`src/smba_params.svh`:
```
// Constants for the shared memory bus arbiter
`ifndef SMBA_PARAMS_SVH
`define SMBA_PARAMS_SVH
`define SMBA_NUM_PROC 4
`define SMBA_HOLDOFF_ASSERTED 1'b0
`define SMBA_HOLDOFF_RELEASED 1'b1
`define SMBA_SYNC_STAGES 2
`define SMBA_CTRL_HOLD_BIT 8
`define SMBA_CTRL_HOLDACK_BIT 9
`define SMBA_PIN_REQ_BIT 5
`endif

```
`src/smba_pkg.sv`:
```
// Types shared by both ends of the shared memory bus arbiter
package smba_pkg;
  typedef enum logic [1:0] {
    SMBA_IDLE,
    SMBA_WAIT_FREE,
    SMBA_GRANTED
  } smba_arb_state_e;
  typedef enum logic [1:0] {
    SMBA_P_IDLE,
    SMBA_P_REQ,
    SMBA_P_OWN,
    SMBA_P_DROP
  } smba_proc_state_e;
endpackage

```
`src/smba_if.sv`:
```
// Pin bundle between the arbiter and the four processors of a column
`timescale 1ns/10ps
`default_nettype none
interface smba_if #(parameter int NUM_PROC = 4) ();
  logic [NUM_PROC-1:0] bus_request_pin;
  logic [NUM_PROC-1:0] holdoff_n;
  logic [NUM_PROC-1:0] holdoff_ack_n;
  modport arbiter (input bus_request_pin, input holdoff_ack_n, output holdoff_n);
  modport procs (output bus_request_pin, output holdoff_ack_n, input holdoff_n);
endinterface
`default_nettype wire

```
`src/smba_arbiter.sv`:
```
// Arbiter end: hands the shared external memory bus to one processor at a time
// Behaviour
// - Idle: hold off every processor
// - Processor requests bus on a spare pin
// - Wait bus free, release only requester
// - Software owns bus when both flags one
// - Grant lasts unlimited transfers
// - Request drop reasserts hold-off
// - Pending requests served one at a time
// - No pre-emption or timeout; reset only
// - Held processor floats pins, acknowledges hold
// - One arbiter serves four processors
// - Request pin driven by one control bit
// - Early access just stalls the processor
`timescale 1ns/10ps
`default_nettype none
`include "smba_params.svh"
module smba_arbiter import smba_pkg::*; #(
  parameter int NUM_PROC = `SMBA_NUM_PROC
) (
  input wire logic mclk, // Board logic clock
  input wire logic rst, // Synchronous reset, active high
  smba_if.arbiter bus, // Processor pins
  output logic [NUM_PROC-1:0] grant_ff, // One-hot current owner
  output logic bus_busy_ff // Some processor owns or awaits bus
);
  ////////////////////////////////////////////////////////////////////////
  // Both pin groups come from processor pads, so neither is trusted raw
  logic [NUM_PROC-1:0] req_meta_ff;
  logic [NUM_PROC-1:0] req_sync_ff;
  logic [NUM_PROC-1:0] ack_meta_ff;
  logic [NUM_PROC-1:0] ack_sync_ff;
  logic [NUM_PROC-1:0] nxt_req_meta;
  logic [NUM_PROC-1:0] nxt_req_sync;
  logic [NUM_PROC-1:0] nxt_ack_meta;
  logic [NUM_PROC-1:0] nxt_ack_sync;

  always_comb begin
    nxt_req_meta = bus.bus_request_pin;
    nxt_req_sync = req_meta_ff;
    nxt_ack_meta = bus.holdoff_ack_n;
    nxt_ack_sync = ack_meta_ff;
  end

  always_ff @(posedge mclk) begin
    if (rst) begin
      req_meta_ff <= '0;
      req_sync_ff <= '0;
      // Acks start as not holding, so nobody is granted before they settle
      ack_meta_ff <= '1;
      ack_sync_ff <= '1;
    end else begin
      req_meta_ff <= nxt_req_meta;
      req_sync_ff <= nxt_req_sync;
      ack_meta_ff <= nxt_ack_meta;
      ack_sync_ff <= nxt_ack_sync;
    end
  end

  ////////////////////////////////////////////////////////////////////////
  // Search origin: the processor just after the most recent owner
  function automatic int rr_start(input logic [NUM_PROC-1:0] last);
    int start;
    start = 0;
    for (int i = 0; i < NUM_PROC; i++) begin
      if (last[i]) begin
        start = (i + 1) % NUM_PROC;
      end
    end
    return start;
  endfunction

  // Round-robin pick starting just after the last owner
  function automatic logic [NUM_PROC-1:0] rr_pick(input logic [NUM_PROC-1:0] req,
                                                  input logic [NUM_PROC-1:0] last);
    logic [NUM_PROC-1:0] pick;
    int start;
    int idx;
    pick = '0;
    start = rr_start(last);
    for (int k = NUM_PROC - 1; k >= 0; k--) begin
      idx = (start + k) % NUM_PROC;
      if (req[idx]) begin
        pick = '0;
        pick[idx] = 1'b1;
      end
    end
    return pick;
  endfunction

  // Bus is free only when every processor acknowledges its hold-off
  function automatic logic bus_is_free(input logic [NUM_PROC-1:0] ack_n);
    logic free;
    free = 1'b1;
    for (int i = 0; i < NUM_PROC; i++) begin
      if (ack_n[i] != 1'b0) begin
        free = 1'b0;
      end
    end
    return free;
  endfunction

  // Hold-off pins from a grant vector: only granted bits are released
  function automatic logic [NUM_PROC-1:0] holdoff_for(input logic [NUM_PROC-1:0] grant);
    logic [NUM_PROC-1:0] hold_n;
    hold_n = {NUM_PROC{`SMBA_HOLDOFF_ASSERTED}};
    for (int i = 0; i < NUM_PROC; i++) begin
      if (grant[i]) begin
        hold_n[i] = `SMBA_HOLDOFF_RELEASED;
      end
    end
    return hold_n;
  endfunction

  // Guard: a corrupted pending vector must never release two processors
  function automatic logic [NUM_PROC-1:0] keep_lowest(input logic [NUM_PROC-1:0] v);
    logic [NUM_PROC-1:0] one;
    one = '0;
    for (int i = NUM_PROC - 1; i >= 0; i--) begin
      if (v[i]) begin
        one = '0;
        one[i] = 1'b1;
      end
    end
    return one;
  endfunction

  ////////////////////////////////////////////////////////////////////////
  // Hand-over takes about a dozen cycles: request sync, pick, then the
  // processors' own hold-off sync and ack must come back through our sync.
  // Slow, but no pad ever feeds a decision without two flops first.
  smba_arb_state_e state_ff;
  smba_arb_state_e nxt_state;
  logic [NUM_PROC-1:0] nxt_grant;
  logic [NUM_PROC-1:0] pend_ff;
  logic [NUM_PROC-1:0] nxt_pend;
  logic [NUM_PROC-1:0] last_ff;
  logic [NUM_PROC-1:0] nxt_last;
  logic [NUM_PROC-1:0] holdoff_n_ff;
  logic [NUM_PROC-1:0] nxt_holdoff_n;
  logic nxt_busy;

  always_comb begin
    nxt_state = state_ff;
    nxt_grant = grant_ff;
    nxt_pend = pend_ff;
    nxt_last = last_ff;
    nxt_holdoff_n = {NUM_PROC{`SMBA_HOLDOFF_ASSERTED}};
    unique case (state_ff)
      SMBA_IDLE: begin
        if (|req_sync_ff) begin
          // Pick is latched so a late request cannot steal the slot
          nxt_pend = rr_pick(req_sync_ff, last_ff);
          nxt_state = SMBA_WAIT_FREE;
        end
      end
      SMBA_WAIT_FREE: begin
        // All processors must show hold-acknowledge before anyone is released
        if ((req_sync_ff & pend_ff) == '0) begin
          // Picked processor gave up before its turn: pick again from idle
          nxt_pend = '0;
          nxt_state = SMBA_IDLE;
        end else if (bus_is_free(ack_sync_ff)) begin
          nxt_grant = keep_lowest(pend_ff);
          nxt_last = keep_lowest(pend_ff);
          nxt_state = SMBA_GRANTED;
        end
      end
      SMBA_GRANTED: begin
        // No tenure counter: owner keeps bus until it drops its request.
        // Limitation: an owner that never lets go locks the column until reset.
        if ((req_sync_ff & grant_ff) == '0) begin
          nxt_grant = '0;
          nxt_pend = '0;
          nxt_state = SMBA_IDLE;
        end
      end
      default: nxt_state = SMBA_IDLE;
    endcase
    nxt_holdoff_n = holdoff_for(nxt_grant);
    nxt_busy = (nxt_state != SMBA_IDLE);
  end

  always_ff @(posedge mclk) begin
    if (rst) begin
      // Reset cuts an owner off at once, even in the middle of a burst
      state_ff <= SMBA_IDLE;
      grant_ff <= '0;
      pend_ff <= '0;
      last_ff <= '0;
      holdoff_n_ff <= {NUM_PROC{`SMBA_HOLDOFF_ASSERTED}};
      bus_busy_ff <= 1'b0;
    end else begin
      state_ff <= nxt_state;
      grant_ff <= nxt_grant;
      pend_ff <= nxt_pend;
      last_ff <= nxt_last;
      holdoff_n_ff <= nxt_holdoff_n;
      bus_busy_ff <= nxt_busy;
    end
  end

  assign bus.holdoff_n = holdoff_n_ff;
endmodule
`default_nettype wire

```
`src/flat_wrapper.sv`:
```
// flat-port wrapper written by rule: the top's interface ports become plain ports
module smba_arbiter_flat import smba_pkg::*;
#(
  parameter int NUM_PROC = `SMBA_NUM_PROC
)
  (mclk, rst, grant_ff, bus_busy_ff, bus_bus_request_pin, bus_holdoff_ack_n, bus_holdoff_n);
  smba_if #(.NUM_PROC(NUM_PROC)) bus_i ();
  input wire logic mclk;
  input wire logic rst;
  output logic [NUM_PROC-1:0] grant_ff;
  output logic bus_busy_ff;
  input wire logic [$bits(bus_i.bus_request_pin)-1:0] bus_bus_request_pin;
  input wire logic [$bits(bus_i.holdoff_ack_n)-1:0] bus_holdoff_ack_n;
  output wire logic [$bits(bus_i.holdoff_n)-1:0] bus_holdoff_n;
  assign bus_i.bus_request_pin = bus_bus_request_pin;
  assign bus_i.holdoff_ack_n = bus_holdoff_ack_n;
  assign bus_holdoff_n = bus_i.holdoff_n;
  smba_arbiter #(.NUM_PROC(NUM_PROC)) u_core (.mclk(mclk), .rst(rst), .bus(bus_i), .grant_ff(grant_ff), .bus_busy_ff(bus_busy_ff));
endmodule
```
`config.mk`:
```
export PLATFORM = sky130hd
export DESIGN_NAME = smba_arbiter_flat
export DESIGN_NICKNAME = d
export VERILOG_FILES = /design/src/smba_pkg.sv /design/src/smba_if.sv /design/src/smba_arbiter.sv /design/src/flat_wrapper.sv
export VERILOG_INCLUDE_DIRS = /design/src
export SDC_FILE = /design/constraint.sdc
export NUM_CORES = 1
export LEC_CHECK = 0
export BUFFER_PORTS_ARGS = -buffer_cell sky130_fd_sc_hd__buf_2
export CORE_ASPECT_RATIO = 1.5
export CORE_UTILIZATION = 51
export DETAILED_ROUTE_END_ITERATION = 10
export PLACE_DENSITY = 0.74
export SLEW_MARGIN = 20
export SYNTH_ARGS = -nofsm -noshare
export SYNTH_HDL_FRONTEND = slang
export SYNTH_SLANG_ARGS = --single-unit
```
`constraint.sdc`:
```
create_clock -name mclk -period 2 [get_ports mclk]
set_input_delay 0.4 -clock mclk [delete_from_list [all_inputs] [get_ports mclk]]
set_output_delay 0.4 -clock mclk [all_outputs]
set_load 0.005 [all_outputs]
```
==> metrics.md, run 1 <==
| Metric | Value |
|---|---|
| Status | `finished, violations left` |
| Violated checks | `negative setup slack` |
| Clock Skews | `0.00570 ns` |
| Maximum operating frequency | `492 MHz` |
| Via/cell ratio | `5.69` |
| R2r setup slk | `-0.03 ns` |
| Synth warnings | `0` |
| Peak VDD IR | `0.000690 V` |
| CTS sink cnt | `31` |
| Row count | `24` |
| Core ar. | `2880 um2` |
| TritonCTS buffer count | `5` |
| Die extent in x | `46.9 um` |
| Initial Utilization | `53.6%` |
| Vias in the first global route | `1,329` |
| Max Buffers Root-to-Sink | `2` |
| GRT Residual Overflow | `0` |
| RSZ-0062 raised after global routing | `yes` |
| ANT cells | `0` |
| Total GRT Usage | `24.3%` |
| WL final | `3.44 mm` |
| Final GP Congestion | `0.868` |
| Syn_area_per_cell | `9.42 um2` |
| Full die area | `3260 um2` |
| Residual DRC | `0` |
| Starting DRT DRC Count | `32` |
| Layout cell share with drive strength beyond 1 | `31.3%` |
| WS Path Type | `flip-flop to flip-flop` |
| Final worst slack | `-0.0320 ns` |
| Reg clk slew, reported paths | `0.06 ns` |
| Hold Path Class | `primary input to flip-flop` |
| Die height | `69.4 um` |
| Syn Nets | `181` |
| Worst path max stage delay | `0.55 ns` |
| Cell variety after synth | `48` |
| Synthesized instance count | `164` |
| Cells along the critical path | `nand2b_4 > a21oi_4 > inv_2 > ha_4 > mux4_2 > a311oi_2 > o31ai_1` |
| Slew @ Worst Pin | `0.616 ns` |
| Largest net degree at the start of global routing | `17` |
| CP Launch Type | `flip-flop` |
| Pre-CTS setup slack | `-0.0762 ns` |
| Netlist Area Pre-Place | `1550 um2` |
| Max-cap viol count | `0` |
| Fill cells | `257` |
| Max FO, Critical Path | `4` |
| Req. time, crit path | `2.16 ns` |
| DR WL/cell | `14.5 um` |
| CTS tree | `built` |
| Area growth, synth to finish | `21.1%` |
| Clk Latency, worst-skew pair | `0.28 ns` |
| First-pass GRT wire length | `5.67 mm` |
| Ys flop type | `dfxtp_1` |
| Drt pass-1 iters | `4` |
| Leakage | `0.764 nW` |
| Fin. max-slew vios | `0` |
| Async S/R FF share, synth | `0%` |
| IO Count | `19` |
| Period utilization | `102%` |
| Detail Route Antenna Nets | `0` |
| Slew Limit Headroom | `58.6%` |
| Final #Nets | `214` |
| Power Density | `647 nW/um2` |
| IO buf count | `18` |
| Post-synth EDFFs | `0` |
| Crit. End Element | `flip-flop` |
| Min Hold Slack | `0.301 ns` |
| Detail Placement HPWL | `2.65 mm` |
| Setup violators final | `2` |
| Initial antenna violation count | `0` |
| Final setup TNS | `-0.0621 ns` |
| Register area share after synthesis | `40.2%` |
| Final Critical Period | `2.03 ns` |
| Via count | `1,348` |
| CP arrival | `2.20 ns` |
| Clock root buffer | `clkbuf_8` |
| Fin. Hold Viols | `0` |
| Yosys reg bits | `31` |
| Slowest CP cell | `mux4_2` |
| H-tree levels | `2` |
[report_power, final]
group	internal, W	leakage, nW	total [W]	switching, W
combinational	0.0000441	0.466	0.0000944	0.0000504
clock	0.000243	0.0422	0.000456	0.000213
sequential	0.000641	0.255	0.000660	0.0000189
[cells in the final DEF, fill, tap and decap left out, types with 2 or more instances in the layout]
cell	synthesis	routed
dfxtp_1	31	29
buf_2	1	18
buf_4	4	16
nor2_1	13	13
nor2b_1	13	13
or2_2	9	9
inv_1	9	7
nand2_1	7	7
a21oi_1	6	6
ha_1	7	6
a32oi_1	5	5
clkbuf_8	0	5
a22o_1	4	4
a21boi_0	5	4
o31ai_1	4	4
o21ai_1	2	3
inv_2	0	2
nor4_1	2	2
o21ai_0	3	2
a31oi_1	2	2
o211ai_1	2	2
a21o_1	2	2
mux4_2	1	2
a311oi_2	0	2
a21boi_1	1	2
a22oi_1	2	2
mux2i_1	2	2
clkbuf_1	3	2
dfxtp_2	0	2
[cell families (layout without fill, tap and decap cells)]
logic type / after synthesis / in the layout / share of synthesized area (%)
mux: 4 / 4 / 4.45
buf+inv: 17 / 51 / 5.18
simple gates: 57 / 57 / 21.1
compound gates: 48 / 48 / 23.5
flops: 31 / 31 / 40.2
fa+ha+maj: 7 / 7 / 5.67
[layout make-up]
type	count	area, um2	area share, %
multi-input combinational	116	873	46.7
sequential	31	623	33.3
timing repair buffer	34	210	11.2
clock buffer	7	76.3	4.08
tap	39	48.8	2.61
inverter	9	33.8	1.81
clock inverter	1	5.00	0.268
[timing repair]
item                       in CTS  in global routing
setup endpoints to repair       2                  4
pin swaps                       2                  4
hold buffers                    0                  0
buffers inserted                5                  1
gates resized for setup         2                  3
[final timing paths]
kind / cells past startpoint / endpoint / startpoint
setup reg to reg: 7 / u_core.pend_ff[0] / u_core.last_ff[1]
hold reg to reg: 1 / u_core.ack_sync_ff[0] / u_core.ack_meta_ff[0]
hold / removal: 2 / u_core.ack_meta_ff[1] / bus_holdoff_ack_n[1]
setup / recovery: 7 / u_core.pend_ff[0] / u_core.last_ff[1]
[layer usage]
layer / global-route usage [%] / wire [um] / vias up
met5: 0 / 0 / -
met4: 14.6 / 108 / 0
met3: 4.69 / 81 / 11
met2: 41.8 / 1930 / 26
met1: 25.0 / 1320 / 650
li1: - / - / 661
[worst max-delay path: cells and delay by family (launching register included)]
family	cells	cell delay [ns]
buf+inv	1	0.07
flops	1	0.33
simple gates	1	0.15
compound gates	3	0.52
fa+ha+maj	1	0.29
mux	1	0.55
[cell usage after synthesis, drive strengths merged (3+ instances only)]
cell type	number	share of area, %
a21oi	7	3.0
a32oi	5	2.8
a21boi	6	2.9
nor2	13	3.2
or2	9	3.6
a22o	4	2.3
o31ai	4	1.9
ha	7	5.7
buf	5	2.3
inv	9	2.2
dfxtp	31	40
o21ai	5	1.6
nand2	7	1.7
clkbuf	3	0.73
nor2b	13	5.3
[through the flow]
| step | cells | area, um2 | util, % | total power (W) |
|---|---|---|---|---|
| floorplan | 164 | 1560 | - | 0.000734 |
| global placement | 223 | 1730 | 60.0 | 0.000760 |
| detailed placement | 223 | 1730 | 60.0 | 0.000765 |
| CTS | 236 | 1860 | 64.6 | 0.00122 |
| global route | 237 | 1870 | 64.9 | 0.00126 |
| finish | 237 | 1870 | 64.9 | 0.00121 |
[sequential cells by signal, indices dropped and copies added, names as in the netlist, 2 cells and up]
signal and flops:
u_core.ack_sync_ff 4, u_core.ack_meta_ff 4, u_core.nxt_req_sync 4, u_core.state_ff 2
u_core.req_sync_ff 4, u_core.last_ff 4, u_core.pend_ff 4, u_core.grant_ff 4
Note: power is estimated with default switching activity, not from simulation.
==> run 2, diff against run 1 <==
--- a/config.mk
+++ b/config.mk
@@ -11,6 +11,7 @@
 export CORE_UTILIZATION = 51
 export DETAILED_ROUTE_END_ITERATION = 10
 export PLACE_DENSITY = 0.74
+export SETUP_SLACK_MARGIN = 0.15
 export SLEW_MARGIN = 20
 export SYNTH_ARGS = -nofsm -noshare
 export SYNTH_HDL_FRONTEND = slang
==> metrics.md, run 2 (synthesis results as in run 1) <==
| Metric | Value |
|---|---|
| Max-cap viol count | `0 (unchanged)` |
| Peak VDD IR | `0.000801 V (+16%)` |
| Power Density | `648 nW/um2 (about the same)` |
| Final #Nets | `212 (-0.93%)` |
| Crit path max-delay family | `multiplexers` |
| GRT Residual Overflow | `0 (unchanged)` |
| Final setup TNS | `0 ns (+0.0621 ns)` |
| Slew Limit Headroom | `62.9% (+4.3 points)` |
| Final GP Congestion | `0.921 (+6.2%)` |
| CP Buf/Inv Count | `1 (unchanged)` |
| IO Count | `19 (unchanged)` |
| Crit. End Element | `flip-flop` |
| Hold Path End | `u_core.ack_meta_ff[2]` |
| Starting DRT DRC Count | `27 (-16%)` |
| Design Power | `0.00123 W (+1.9%)` |
| Dpl cell area | `1720 um2 (-0.43%)` |
| Initial antenna violation count | `0 (unchanged)` |
| Total GRT Usage | `25.3% (+1.0 points)` |
| CTS sink cnt | `31 (unchanged)` |
| WL final | `3.71 mm (+7.9%)` |
| Via/cell ratio | `5.83 (+2.5%)` |
| Detail Placement HPWL | `2.72 mm (+2.8%)` |
| Most frequent cells in the layout | `dfxtp_1, buf_2, nor2_1, buf_4, nor2b_1` |
| Core ar. | `2880 um2 (unchanged)` |
| Clock Skews | `0.00790 ns (+0.00220 ns)` |
| Detail Route Antenna Nets | `0 (unchanged)` |
| Storage element area | `626 um2 (+0.40%)` |
| Status | `complete, no violations` |
| Fin. max-slew vios | `0 (unchanged)` |
| Full die area | `3260 um2 (unchanged)` |
| Worst path max stage delay | `0.55 ns (about the same)` |
| Vias in the first global route | `1,357 (+2.1%)` |
| Req. time, crit path | `2.18 ns (+0.02 ns)` |
| Final Critical Period | `1.99 ns (-0.0399 ns)` |
| First-pass GRT wire length | `5.93 mm (+4.5%)` |
| Final Instance Area | `1910 um2 (+1.9%)` |
| WS Path Type | `flip-flop to flip-flop` |
| Residual DRC | `0 (unchanged)` |
| Area growth, synth to finish | `23.3%` |
| RR Endpoint | `u_core.pend_ff[0]` |
| Layout cell share with drive strength beyond 1 | `35.2% (+3.9 points)` |
| FF-to-FF path depth | `7 (unchanged)` |
| Largest net degree at the start of global routing | `27 (+10)` |
| Commonest non-fill, non-tap cell in the layout | `dfxtp_1` |
| Multi-input gate area | `915 um2 (+4.7%)` |
| Row count | `24 (unchanged)` |
| Die extent in x | `46.9 um (unchanged)` |
| Die height | `69.4 um (unchanged)` |
| Worst Hold Launch | `bus_holdoff_ack_n[2]` |
| Clk Latency, worst-skew pair | `0.29 ns (about the same)` |
| Max Buffers Root-to-Sink | `2 (unchanged)` |
| Drt pass-1 iters | `4 (unchanged)` |
| Hold-critical path depth | `2 (unchanged)` |
| Clock root buffer | `clkbuf_8` |
| R2R Path Start | `u_core.last_ff[1]` |
| H-tree levels | `2 (unchanged)` |
| Leakage | `0.773 nW (+1.2%)` |
| Maximum operating frequency | `502 MHz (+2.0%)` |
| Max FO, Critical Path | `3 (-1)` |
| Period utilization | `99.6% (-2.0 points)` |
| ANT cells | `0 (unchanged)` |
| Hold Path Class | `primary input to flip-flop` |
| DR WL/cell | `15.8 um (+8.8%)` |
| Slowest CP cell | `mux4_2` |
| CP arrival | `2.17 ns (-0.03 ns)` |
| TritonCTS buffer count | `5 (unchanged)` |
| Fill cells | `257 (unchanged)` |
| Via count | `1,370 (+1.6%)` |
| R2r setup slk | `0.008 ns (+0.04 ns)` |
| RSZ-0062 raised after global routing | `yes` |
| IO buf count | `18 (unchanged)` |
| Slew @ Worst Pin | `0.552 ns (-0.0642 ns)` |
| Reg clk slew, reported paths | `0.07 ns (about the same)` |
| Initial Utilization | `53.6% (unchanged)` |
| Fin. Hold Viols | `0 (unchanged)` |
| CP Launch Type | `flip-flop` |
| Cell count along the critical path | `7 (unchanged)` |
| CTS tree | `built` |
| Cells along the critical path | `nand2b_4 > a21oi_4 > inv_2 > ha_4 > mux4_2 > a311oi_2 > o31ai_1` |
| Setup violators final | `0 (-2)` |
[run 2: worst max-delay path by stage]
| stage | slack, ns | to | from |
|---|---|---|---|
| floorplan | -0.02 | u_core.pend_ff[0] | u_core.last_ff[1] |
| global placement | 0.02 | u_core.pend_ff[3] | u_core.last_ff[3] |
| detailed placement | -0.04 | u_core.pend_ff[0] | u_core.last_ff[3] |
| CTS | 0.02 | u_core.pend_ff[1] | u_core.last_ff[1] |
| global route | -0.04 | u_core.pend_ff[0] | u_core.last_ff[1] |
| finish | 0.008 | u_core.pend_ff[0] | u_core.last_ff[1] |
[run 2: layout make-up]
| type | count | share of cell area, % |
|---|---|---|
| Multi-Input combinational cell | 116 | 48.0 |
| Clock buffer | 5 | 3.61 |
| Clock inverter | 3 | 0.788 |
| Timing Repair Buffer | 32 | 10.4 |
| Inverter | 9 | 1.77 |
| Tap cell | 39 | 2.56 |
| Sequential cell | 31 | 32.8 |
[run 2: power breakdown]
group	switching (W)	internal (W)
Clock	0.000234	0.000237
Sequential	0.0000199	0.000641
Combinational	0.0000544	0.0000473
[run 2: timing repair]
item / CTS / global route
hold buffers: 0 / 0
setup buffers: 4 / 1
resized for setup: 13 / 4
endpoints found under the setup margin: 4 / 8
pin swaps: 6 / 3
[run 2: worst register-to-register path: stages (launching register included)]
cell	delay, ns
dfxtp_2	0.32
nand2b_4	0.15
a21oi_4	0.14
inv_2	0.07
ha_4	0.28
mux4_2	0.55
a311oi_2	0.29
o31ai_1	0.08
[run 2: metal layers]
metal / routed length [um] / part of all wire [%] / GRT usage (%) / vias up
met3: 126 / 3.4 / 6.51 / 10
met2: 2150 / 58 / 45.1 / 30
met5: 0 / 0 / 0 / -
li1: - / - / - / 659
met4: 118 / 3.2 / 13.0 / 0
met1: 1320 / 35 / 24.5 / 671
[run 2: through the flow]
step	setup WS, ns	instances	hold WS, ns	util (%)
after floorplan	-0.0200	164	0.389	-
after global placement	0.0243	222	0.393	59.8
after detailed placement	-0.0409	222	0.394	59.8
after CTS	0.0191	234	0.291	65.5
after global routing	-0.0394	235	0.291	66.1
final	0.00789	235	0.296	66.1
==> run 3, diff against run 2 <==
--- a/config.mk
+++ b/config.mk
@@ -10,7 +10,7 @@
 export CORE_ASPECT_RATIO = 1.5
 export CORE_UTILIZATION = 51
 export DETAILED_ROUTE_END_ITERATION = 10
-export PLACE_DENSITY = 0.74
+export PLACE_DENSITY = 0.78
 export SETUP_SLACK_MARGIN = 0.15
 export SLEW_MARGIN = 20
 export SYNTH_ARGS = -nofsm -noshare
==> metrics.md, run 3 (synthesis results as in run 1) <==
| Metric | Value |
|---|---|
| Via/cell ratio | `5.85 (+0.43%)` |
| Clk Latency, worst-skew pair | `0.28 ns (about the same)` |
| Period utilization | `105% (+5.7 points)` |
| Pre-CTS setup slack | `-0.0615 ns (-0.0206 ns)` |
| Die height | `69.4 um (unchanged)` |
| Residual DRC | `0 (unchanged)` |
| Via count | `1,370 (unchanged)` |
| Commonest non-fill, non-tap cell in the layout | `dfxtp_1` |
| Fill cells | `252 (-1.9%)` |
| Leakage | `0.768 nW (-0.56%)` |
| Die extent in x | `46.9 um (unchanged)` |
| Worst path max stage delay | `0.57 ns (+0.02 ns)` |
| Final Instance Area | `1890 um2 (-0.92%)` |
| Multi-input gate area | `900 um2 (-1.6%)` |
| Core ar. | `2880 um2 (unchanged)` |
| ANT cells | `0 (unchanged)` |
| CP Launch Type | `flip-flop` |
| IO Count | `19 (unchanged)` |
| DR WL/cell | `16.3 um (+3.1%)` |
| Hold Path Class | `primary input to flip-flop` |
| First-pass GRT wire length | `6.10 mm (+2.9%)` |
| Req. time, crit path | `2.16 ns (-0.02 ns)` |
| Final setup TNS | `-0.242 ns (-0.242 ns)` |
| Clock root buffer | `clkbuf_8` |
| WS Path Type | `flip-flop to flip-flop` |
| Final Critical Period | `2.11 ns (+0.114 ns)` |
| Storage element area | `623 um2 (-0.40%)` |
| Max-cap viol count | `0 (unchanged)` |
| Final worst slack | `-0.106 ns (-0.114 ns)` |
| Fin. max-slew vios | `0 (unchanged)` |
| Largest net degree at the start of global routing | `25 (-7.4%)` |
| CTS tree | `built` |
| Max FO, Critical Path | `4 (+1)` |
| CP arrival | `2.26 ns (+0.09 ns)` |
| Cell count along the critical path | `7 (unchanged)` |
| TritonCTS buffer count | `5 (unchanged)` |
| Initial Utilization | `53.6% (unchanged)` |
| Dpl cell area | `1730 um2 (+0.44%)` |
| Final #Nets | `212 (unchanged)` |
| RSZ-0062 raised after global routing | `yes` |
| Crit path max-delay family | `compound AO/OA/AOI/OAI gates` |
| Layout Utilization | `65.5% (-0.61 points)` |
| Status | `finished, violations left` |
| Slowest CP cell | `mux4_2` |
| Reg clk slew, reported paths | `0.06 ns (about the same)` |
| Violated checks | `negative setup slack` |
| GRT Residual Overflow | `0 (unchanged)` |
| Starting DRT DRC Count | `49 (+81%)` |
| Row count | `24 (unchanged)` |
| Initial antenna violation count | `0 (unchanged)` |
| Clock Skews | `0.00505 ns (-0.00285 ns)` |
| H-tree levels | `2 (unchanged)` |
| Full die area | `3260 um2 (unchanged)` |
| Layout cell share with drive strength beyond 1 | `32.8% (-2.4 points)` |
| Most frequent cells in the layout | `dfxtp_1, buf_2, buf_4` |
| Slew Limit Headroom | `59.5% (-3.4 points)` |
| Max Buffers Root-to-Sink | `2 (unchanged)` |
| Crit. End Element | `flip-flop` |
| Post-route insts no fill | `234 (-0.43%)` |
| Peak VDD IR | `0.000679 V (-15%)` |
| CP Buf/Inv Count | `1 (unchanged)` |
| Area growth, synth to finish | `22.2%` |
| Setup violators final | `3 (+3)` |
| Maximum operating frequency | `475 MHz (-5.4%)` |
| Vias in the first global route | `1,382 (+1.8%)` |
| Power Density | `664 nW/um2 (+2.5%)` |
| Drt pass-1 iters | `4 (unchanged)` |
| Placed Cells | `223 (+0.45%)` |
| R2r setup slk | `-0.11 ns (-0.11 ns)` |
| FF-to-FF path depth | `7 (unchanged)` |
| Cells along the critical path | `nand2b_4 > a21oi_4 > inv_2 > ha_4 > mux4_2 > a311oi_4 > o31ai_2` |
| Detail Placement HPWL | `2.65 mm (-2.5%)` |
| IO buf count | `18 (unchanged)` |
| Slew @ Worst Pin | `0.600 ns (+0.0479 ns)` |
| Hold-critical path depth | `2 (unchanged)` |
| CTS sink cnt | `31 (unchanged)` |
| Detail Route Antenna Nets | `0 (unchanged)` |
| Total GRT Usage | `26.5% (+1.2 points)` |
| Hold_buf cts | `0 (unchanged)` |
| Fin. Hold Viols | `0 (unchanged)` |
| Final GP Congestion | `0.877 (-4.8%)` |
| WL final | `3.81 mm (+2.7%)` |
==> run 3: cell count changes in the layout (fill, tap and decap cells not counted), sizes merged <==
| cell | change |
|---|---|
| clkinv | -2 |
| clkbuf | +1 |
==> run 3: power by group <==
group	total (W)	internal, W	switching (W)
Clock	0.000490	0.000269	0.000220
Sequential	0.000659	0.000641	0.0000183
Combinational	0.000104	0.0000479	0.0000562
==> run 3: cell type report <==
class / count / area share [%]
Inverter: 9 / 1.79
Clock inverter: 1 / 0.265
Timing Repair Buffer: 32 / 10.3
Clock buffer: 6 / 4.37
Tap cell: 39 / 2.58
Multi-Input combinational cell: 116 / 47.6
Sequential cell: 31 / 33.0
==> run 3: worst paths after layout <==
check,start,end
setup / recovery,u_core.last_ff[1],u_core.pend_ff[0]
hold / removal,bus_holdoff_ack_n[3],u_core.ack_meta_ff[3]
hold reg to reg,u_core.ack_meta_ff[0],u_core.ack_sync_ff[0]
setup reg to reg,u_core.last_ff[1],u_core.pend_ff[0]
==> run 3: stage by stage <==
step,total power [W],hold WS [ns]
finish,0.00125,0.298
global placement,0.000761,0.393
CTS,0.00126,0.289
global route,0.00130,0.292
detailed placement,0.000767,0.398
floorplan,0.000734,0.389
==> run 3: worst reg2reg max path, cell delays in order, from the launching register on <==
cell and delay [ns]:
dfxtp_2 0.32, nand2b_4 0.15, a21oi_4 0.14, inv_2 0.07, ha_4 0.29, mux4_2 0.57, a311oi_4 0.35, o31ai_2 0.10
==> run 3: metal layers <==
layer / vias up / wire (um) / GRT usage [%]
li1: 658 / - / -
met1: 650 / 1350 / 24.7
met2: 50 / 2140 / 45.2
met3: 12 / 180 / 9.11
met4: 0 / 130 / 16.8
met5: - / 0 / 0
==> run 3: timing repair <==
| item | CTS | global route |
|---|---|---|
| endpoints found under the setup margin | 4 | 6 |
| pin swaps | 5 | 1 |
| setup buffers | 3 | 1 |
| resized for setup | 3 | 6 |
